--- src/verilog/viewport_consts.svh ---
// constant definitions for the viewport start address block
// assumes inclusion by bare name from the design package and module
`ifndef VIEWPORT_CONSTS_SVH
`define VIEWPORT_CONSTS_SVH
`define ADDR_START_LOW 8'h0C
`define ADDR_START_MID 8'h0D
`define ADDR_START_HIGH 8'h10
`define ADDR_LINE_OFFSET 8'h11
`define ADDR_LINE_WIDTH 8'h12
`define ADDR_MODE 8'h13
`define RESET_BYTE 8'h00
`define RESET_ADDR 17'h00000
`define MEM_BYTES 81920
`define MODE_PORTRAIT_BIT 2
`define RESET_MODE 3'h0
`define RESET_LINE_ADDR 18'h00000
`define PAN_1BPP 5'h10
`define PAN_2BPP 5'h08
`define PAN_4BPP 5'h04
`define PAN_8BPP 5'h02
`endif

--- src/verilog/viewport_pkg.sv ---
// types shared by the viewport start address block
// assumes the constants header sits beside it
`default_nettype none
`include "viewport_consts.svh"
package viewport_pkg;
	typedef enum logic [1:0] {
		DEPTH_1 = 2'h0,
		DEPTH_2 = 2'h1,
		DEPTH_4 = 2'h2,
		DEPTH_8 = 2'h3
	} depth_e;
	typedef struct packed {
		logic portrait;
		depth_e depth;
	} mode_s;
	typedef struct packed {
		logic [17:0] byteAddr;
		logic [17:0] lineStrideBytes;
		logic [4:0] panPixels;
	} fetch_s;
endpackage : viewport_pkg
`default_nettype wire

--- src/verilog/viewport_start.sv ---
// frame start address and line stride generation for the screen viewport
// assumes a plain one-cycle register port and a frame start pulse on clk
`timescale 1ns/1ps
`default_nettype none
`include "viewport_consts.svh"
module viewport_start
	import viewport_pkg::*;
#(
	parameter int MEM_BYTES = `MEM_BYTES
) (
	input wire logic clk,
	input wire logic sys_rst,
	input wire logic [7:0] regAddr,
	input wire logic [7:0] regWrData,
	input wire logic regWr,
	input wire logic regRd,
	output logic [7:0] regRdData,
	input wire logic frameStart,
	input wire logic lineStart,
	output fetch_s fetchInfo,
	output logic [17:0] lineAddr,
	output logic addrInRange
);
	// byte registers as software programmed them
	logic [7:0] startLow_reg;
	logic [7:0] startMid_reg;
	logic [7:0] startHigh_reg;
	logic [7:0] lineOffset_reg;
	logic [7:0] lineWidth_reg;
	mode_s mode_reg;

	// copies taken at each frame start
	logic [16:0] frameStart_reg;
	mode_s frameMode_reg;
	logic [7:0] frameOffset_reg;
	logic [7:0] frameWidth_reg;

	// line walk state
	logic [17:0] lineAddr_reg;
	logic [17:0] lineAddr_next;
	logic [17:0] stride;
	logic firstLine_reg;

	// register decode and readback
	logic hitLow;
	logic hitMid;
	logic hitHigh;
	logic hitOffset;
	logic hitWidth;
	logic hitMode;
	logic [7:0] rdValue;
	logic [16:0] startWord;

	// pixels moved by one address unit
	function automatic logic [4:0] pan_step(input mode_s m);
		logic [4:0] w;
		w = `PAN_1BPP;
		unique case (m.depth)
			DEPTH_1: w = `PAN_1BPP;
			DEPTH_2: w = `PAN_2BPP;
			DEPTH_4: w = `PAN_4BPP;
			DEPTH_8: w = `PAN_8BPP;
		endcase
		return m.portrait ? (w >> 1) : w;
	endfunction : pan_step

	// one register address compare, shared by write and read paths
	function automatic logic reg_hit(
		input logic [7:0] a,
		input logic [7:0] target
	);
		return a == target;
	endfunction : reg_hit

	// three byte registers joined into the start word
	function automatic logic [16:0] join_start(
		input logic [7:0] hi,
		input logic [7:0] mid,
		input logic [7:0] lo
	);
		return {hi[0], mid, lo};
	endfunction : join_start

	// start word to a byte address, by orientation
	function automatic logic [17:0] start_bytes(
		input mode_s m,
		input logic [16:0] s
	);
		logic [17:0] b;
		b = {s, 1'b0};
		if (m.portrait) begin
			b = {1'b0, s};
		end
		return b;
	endfunction : start_bytes

	// virtual line in bytes: physical plus extra words, two bytes each
	function automatic logic [17:0] stride_bytes(
		input logic [7:0] width,
		input logic [7:0] extra
	);
		logic [17:0] wsum;
		wsum = {10'h000, width} + {10'h000, extra};
		return {wsum[16:0], 1'b0};
	endfunction : stride_bytes

	// inside the display memory the image lives in
	function automatic logic in_memory(input logic [17:0] a);
		return 32'(a) < MEM_BYTES;
	endfunction : in_memory

	// address decode
	assign hitLow = reg_hit(regAddr, `ADDR_START_LOW);
	assign hitMid = reg_hit(regAddr, `ADDR_START_MID);
	assign hitHigh = reg_hit(regAddr, `ADDR_START_HIGH);
	assign hitOffset = reg_hit(regAddr, `ADDR_LINE_OFFSET);
	assign hitWidth = reg_hit(regAddr, `ADDR_LINE_WIDTH);
	assign hitMode = reg_hit(regAddr, `ADDR_MODE);

	// start address bits 7:0
	always_ff @(posedge clk) begin
		if (sys_rst) begin
			startLow_reg <= `RESET_BYTE;
		end else if (regWr && hitLow) begin
			startLow_reg <= regWrData;
		end
	end

	// start address bits 15:8
	always_ff @(posedge clk) begin
		if (sys_rst) begin
			startMid_reg <= `RESET_BYTE;
		end else if (regWr && hitMid) begin
			startMid_reg <= regWrData;
		end
	end

	// start address bit 16, other bits kept for readback
	always_ff @(posedge clk) begin
		if (sys_rst) begin
			startHigh_reg <= `RESET_BYTE;
		end else if (regWr && hitHigh) begin
			startHigh_reg <= regWrData;
		end
	end

	// extra words per line
	always_ff @(posedge clk) begin
		if (sys_rst) begin
			lineOffset_reg <= `RESET_BYTE;
		end else if (regWr && hitOffset) begin
			lineOffset_reg <= regWrData;
		end
	end

	// physical line width in words
	always_ff @(posedge clk) begin
		if (sys_rst) begin
			lineWidth_reg <= `RESET_BYTE;
		end else if (regWr && hitWidth) begin
			lineWidth_reg <= regWrData;
		end
	end

	// orientation and color depth
	always_ff @(posedge clk) begin
		if (sys_rst) begin
			mode_reg <= mode_s'(`RESET_MODE);
		end else if (regWr && hitMode) begin
			mode_reg <= mode_s'(regWrData[2:0]);
		end
	end

	// readback selection, unmapped addresses read zero
	always_comb begin
		rdValue = `RESET_BYTE;
		if (hitLow) begin
			rdValue = startLow_reg;
		end else if (hitMid) begin
			rdValue = startMid_reg;
		end else if (hitHigh) begin
			rdValue = startHigh_reg;
		end else if (hitOffset) begin
			rdValue = lineOffset_reg;
		end else if (hitWidth) begin
			rdValue = lineWidth_reg;
		end else if (hitMode) begin
			rdValue = {5'h00, mode_reg};
		end
	end

	// read data stands one cycle after the strobe, else zero
	always_ff @(posedge clk) begin
		if (sys_rst) begin
			regRdData <= `RESET_BYTE;
		end else if (regRd) begin
			regRdData <= rdValue;
		end else begin
			regRdData <= `RESET_BYTE;
		end
	end

	// start word as the registers hold it now
	assign startWord = join_start(startHigh_reg, startMid_reg, startLow_reg);

	// frame snapshot so a start address write never shows mid-frame
	always_ff @(posedge clk) begin
		if (sys_rst) begin
			frameStart_reg <= `RESET_ADDR;
		end else if (frameStart) begin
			frameStart_reg <= startWord;
		end
	end

	// mode held for the whole frame
	always_ff @(posedge clk) begin
		if (sys_rst) begin
			frameMode_reg <= mode_s'(`RESET_MODE);
		end else if (frameStart) begin
			frameMode_reg <= mode_reg;
		end
	end

	// extra words held for the whole frame
	always_ff @(posedge clk) begin
		if (sys_rst) begin
			frameOffset_reg <= `RESET_BYTE;
		end else if (frameStart) begin
			frameOffset_reg <= lineOffset_reg;
		end
	end

	// physical width held for the whole frame
	always_ff @(posedge clk) begin
		if (sys_rst) begin
			frameWidth_reg <= `RESET_BYTE;
		end else if (frameStart) begin
			frameWidth_reg <= lineWidth_reg;
		end
	end

	// line to line advance in bytes
	assign stride = stride_bytes(frameWidth_reg, frameOffset_reg);

	// line address walks from the frame start down the image
	always_comb begin
		lineAddr_next = lineAddr_reg;
		if (firstLine_reg) begin
			lineAddr_next = fetchInfo.byteAddr;
		end else begin
			lineAddr_next = lineAddr_reg + stride;
		end
	end

	// first line marker, armed by every frame start
	always_ff @(posedge clk) begin
		if (sys_rst) begin
			firstLine_reg <= 1'b1;
		end else if (frameStart) begin
			firstLine_reg <= 1'b1;
		end else if (lineStart) begin
			firstLine_reg <= 1'b0;
		end
	end

	// current line address, frame start takes priority
	always_ff @(posedge clk) begin
		if (sys_rst) begin
			lineAddr_reg <= `RESET_LINE_ADDR;
		end else if (lineStart && !frameStart) begin
			lineAddr_reg <= lineAddr_next;
		end
	end

	// outputs for the refresh fetch side
	assign fetchInfo.byteAddr = start_bytes(frameMode_reg, frameStart_reg);
	assign fetchInfo.lineStrideBytes = stride;
	assign fetchInfo.panPixels = pan_step(frameMode_reg);
	assign lineAddr = lineAddr_reg;
	assign addrInRange = in_memory(lineAddr_reg);
endmodule : viewport_start
`default_nettype wire
--- config.mk ---
export PLATFORM = sky130hd
export DESIGN_NAME = viewport_start
export DESIGN_NICKNAME = d
export VERILOG_FILES = /design/src/verilog/viewport_pkg.sv /design/src/verilog/viewport_start.sv
export VERILOG_INCLUDE_DIRS = /design/src /design/src/verilog
export SDC_FILE = /design/constraint.sdc
export NUM_CORES = 1
export LEC_CHECK = 0
export BUFFER_PORTS_ARGS = -buffer_cell sky130_fd_sc_hd__buf_2
export CORE_MARGIN = 2
export CORE_UTILIZATION = 51
export CTS_BUF_LIST = sky130_fd_sc_hd__clkbuf_8
export DETAILED_ROUTE_END_ITERATION = 12
export GPL_ROUTABILITY_DRIVEN = 0
export PLACE_DENSITY = 0.73
export SYNTH_ARGS = -nofsm -noshare
export SYNTH_HDL_FRONTEND = slang
export SYNTH_SLANG_ARGS = --single-unit
--- constraint.sdc ---
create_clock -name clk -period 6.85 [get_ports clk]
set_input_delay 0.3425 -clock clk [delete_from_list [all_inputs] [get_ports clk]]
set_output_delay 0.3425 -clock clk [all_outputs]
set_load 0.02 [all_outputs]
==> metrics.txt <==
largest net degree at the start of global routing 100; WP data required 7150 ps; root buf cell clkbuf_8; share of layout cells above drive strength 1 21.5%; Slew HR 20.2%; Core Region 10700 µm²; synthesized area 5540 µm²; critical path fanouts, max 5; post-route ant nets 0; fin cells 805; r2r setup slk 3470 ps; Setup Viol. Count Final 0; H-tree depth 3; Hold WS 182 ps; Max clock buf depth 2; Critical path origin frameOffset_reg[0]; setup tns final 0 ps; routed len/inst 16.6 µm; Worst Setup End Kind register; NumNets Final 701; # DRC 0; period utilisation layout 49.3%; Clock Latency Late Sink 380 ps; FFs w/ async S/R, synth 0%; final number of max-transition violations 0; residual overflow from global routing 0; clock skew 16.2 ps; P_leak 2.91 nW; R2R Path End lineAddr[13]; Peak VDD IR 0.105 mV; pwr dens 179 nW/µm²; fillers 958; post-CTS sizing 0; die width 108 µm; hold_buf cts 0; clock tree sinks 106; IO Port Bufs 80; number of flip-flops under the largest register name 18; launching element type of the critical path register; Routed WL 13.4 mm; FF-to-FF Start frameOffset_reg[0]; FP Rows 38; io pins 90; #FFs+latches synth 106; drt first pass iters 5; CTS Buf Count 9; vias after detailed routing 4490; Post-Syn Area per Cell 9.23 µm²; WS Path Type reg -> reg; DIE AREA 11700 µm²; max_cap viols 0; Hold Crit Class in -> reg; first-pass GRT wire length 21.2 mm; placed insts 789; Design Area, Final 6150 µm²; initial DRC count 286; sequential cell area fraction in the yosys report 38.3%; CTS tree yes; RSZ-0062 raised after global routing no; CTS clk-pin slew, worst paths 100 ps; EDFF count, synth 0; initial core utilization 51.8%; Worst EP arrival 3680 ps; DP Area 5940 µm²; Synth cell types 66; number of post-CTS setup repair buffers 0; synthesized instance count 600; Critical Path Sink lineAddr[13]; n_diodes 0; Core Util, Final 57.5%; worst-margin pin slew 1200 ps; Main synth FF type dfxtp_1; via density per instance 5.58; GR Util All Layers 23.3%; fin crit period 3380 ps; status finished clean; vias in the first global route 4048; antenna violations before repair 0; P&R area growth vs syn 11.1%; yosys warns 0; DP HPWL 9.80 mm; Die H 108 µm; Reg2Reg Depth 14; Fmax 296 MHz; Final Hold Fails 0
per-layer routing:
| metal | share of wire [%] | track usage [%] | up-vias |
|---|---|---|---|
| met3 | 4.9 | 3.19 | 22 |
| met1 | 44 | 32.2 | 2127 |
| li1 | - | - | 2217 |
| met2 | 48 | 37.0 | 124 |
| met4 | 2.5 | 8.79 | 0 |
| met5 | 0 | 0 | - |
kinds of logic after synthesis:
logic type / after synthesis / share of synthesized area, %
flip-flops: 106 / 38.3
adder cells (fa/ha/maj): 19 / 4.56
AO/OA/AOI/OAI: 99 / 12.9
other: 1 / 0.0677
buffers and inverters: 54 / 4.84
AND/OR/NAND/NOR: 205 / 17.6
XOR/XNOR: 11 / 1.74
multiplexers: 105 / 20.0
cell usage in the layout (no fill, tap or decap), types with 5 or more instances in the layout:
| cell type | count |
|---|---|
| dfxtp_1 | 106 |
| nor2_1 | 105 |
| buf_2 | 80 |
| mux2i_1 | 79 |
| nand2_1 | 41 |
| a21oi_1 | 30 |
| mux2_2 | 24 |
| ha_1 | 17 |
| o21ai_0 | 14 |
| nand3_1 | 14 |
| inv_1 | 11 |
| a22oi_1 | 11 |
| and3_1 | 10 |
| conb_1 | 9 |
| clkbuf_8 | 9 |
| xnor2_1 | 8 |
| nor2b_1 | 5 |
| a21o_1 | 5 |
through the flow:
step	total power [W]	setup WS (ps)
after floorplan	0.000690	3650
after global placement	0.000707	3670
after detailed placement	0.000708	3540
after CTS	0.00111	3510
after global routing	0.00114	3180
final	0.00110	3470
cell type report:
class,count,area (µm²),area share (%)
clock buffer,9,124,2.01
timing repair buffer,83,423,6.87
clock inverter,7,85.1,1.38
multi-input combinational,448,3180,51.7
tap,140,175,2.85
inverter,12,45.0,0.732
sequential,106,2120,34.5
power breakdown:
group	total, W	switching, W	internal [W]
Clock	0.000406	0.000230	0.000176
Combinational	0.0000714	0.0000499	0.0000215
Sequential	0.000623	0.00000490	0.000619
Total	0.00110	0.000285	0.000816
worst max-delay path, stage by stage, from the launching register on:
cell and delay [ps]:
dfxtp_1 350, ha_1 180, inv_1 60, fa_1 400
nor2b_1 120, o21ai_0 90, a21boi_0 310, o31a_1 190
a21oi_1 70, ha_1 390, nand3_1 150, or2_2 300
o22ai_1 310, mux2i_1 230, nor3b_2 160
Yosys cell counts (4+ instances only):
master / n / area share, %
o211ai_1: 4 / 0.54
dfxtp_1: 106 / 38
inv_1: 11 / 0.75
nand2_1: 41 / 2.8
a22oi_1: 11 / 1.5
buf_4: 12 / 1.6
clkbuf_1: 14 / 0.95
buf_1: 5 / 0.34
a211oi_1: 4 / 0.54
buf_2: 10 / 0.90
mux2_2: 24 / 4.9
xnor2_1: 8 / 1.3
mux2i_1: 79 / 14
ha_1: 17 / 3.8
nor2_1: 105 / 7.1
a21oi_1: 30 / 2.7
o21ai_0: 14 / 1.3
nor2b_1: 5 / 0.56
nand3_1: 14 / 1.3
and3_1: 10 / 1.1
a21o_1: 5 / 0.68
worst min-delay path by stage:
stage,start,endpoint,cells after the start
after global placement,startHigh_reg[2],startHigh_reg[2],2
after CTS,lineStart,firstLine_reg,2
after floorplan,startHigh_reg[2],startHigh_reg[2],2
final,lineStart,firstLine_reg,2
after detailed placement,startHigh_reg[6],startHigh_reg[6],2
after global routing,lineStart,firstLine_reg,2
Power figures use the tool's default switching activity.
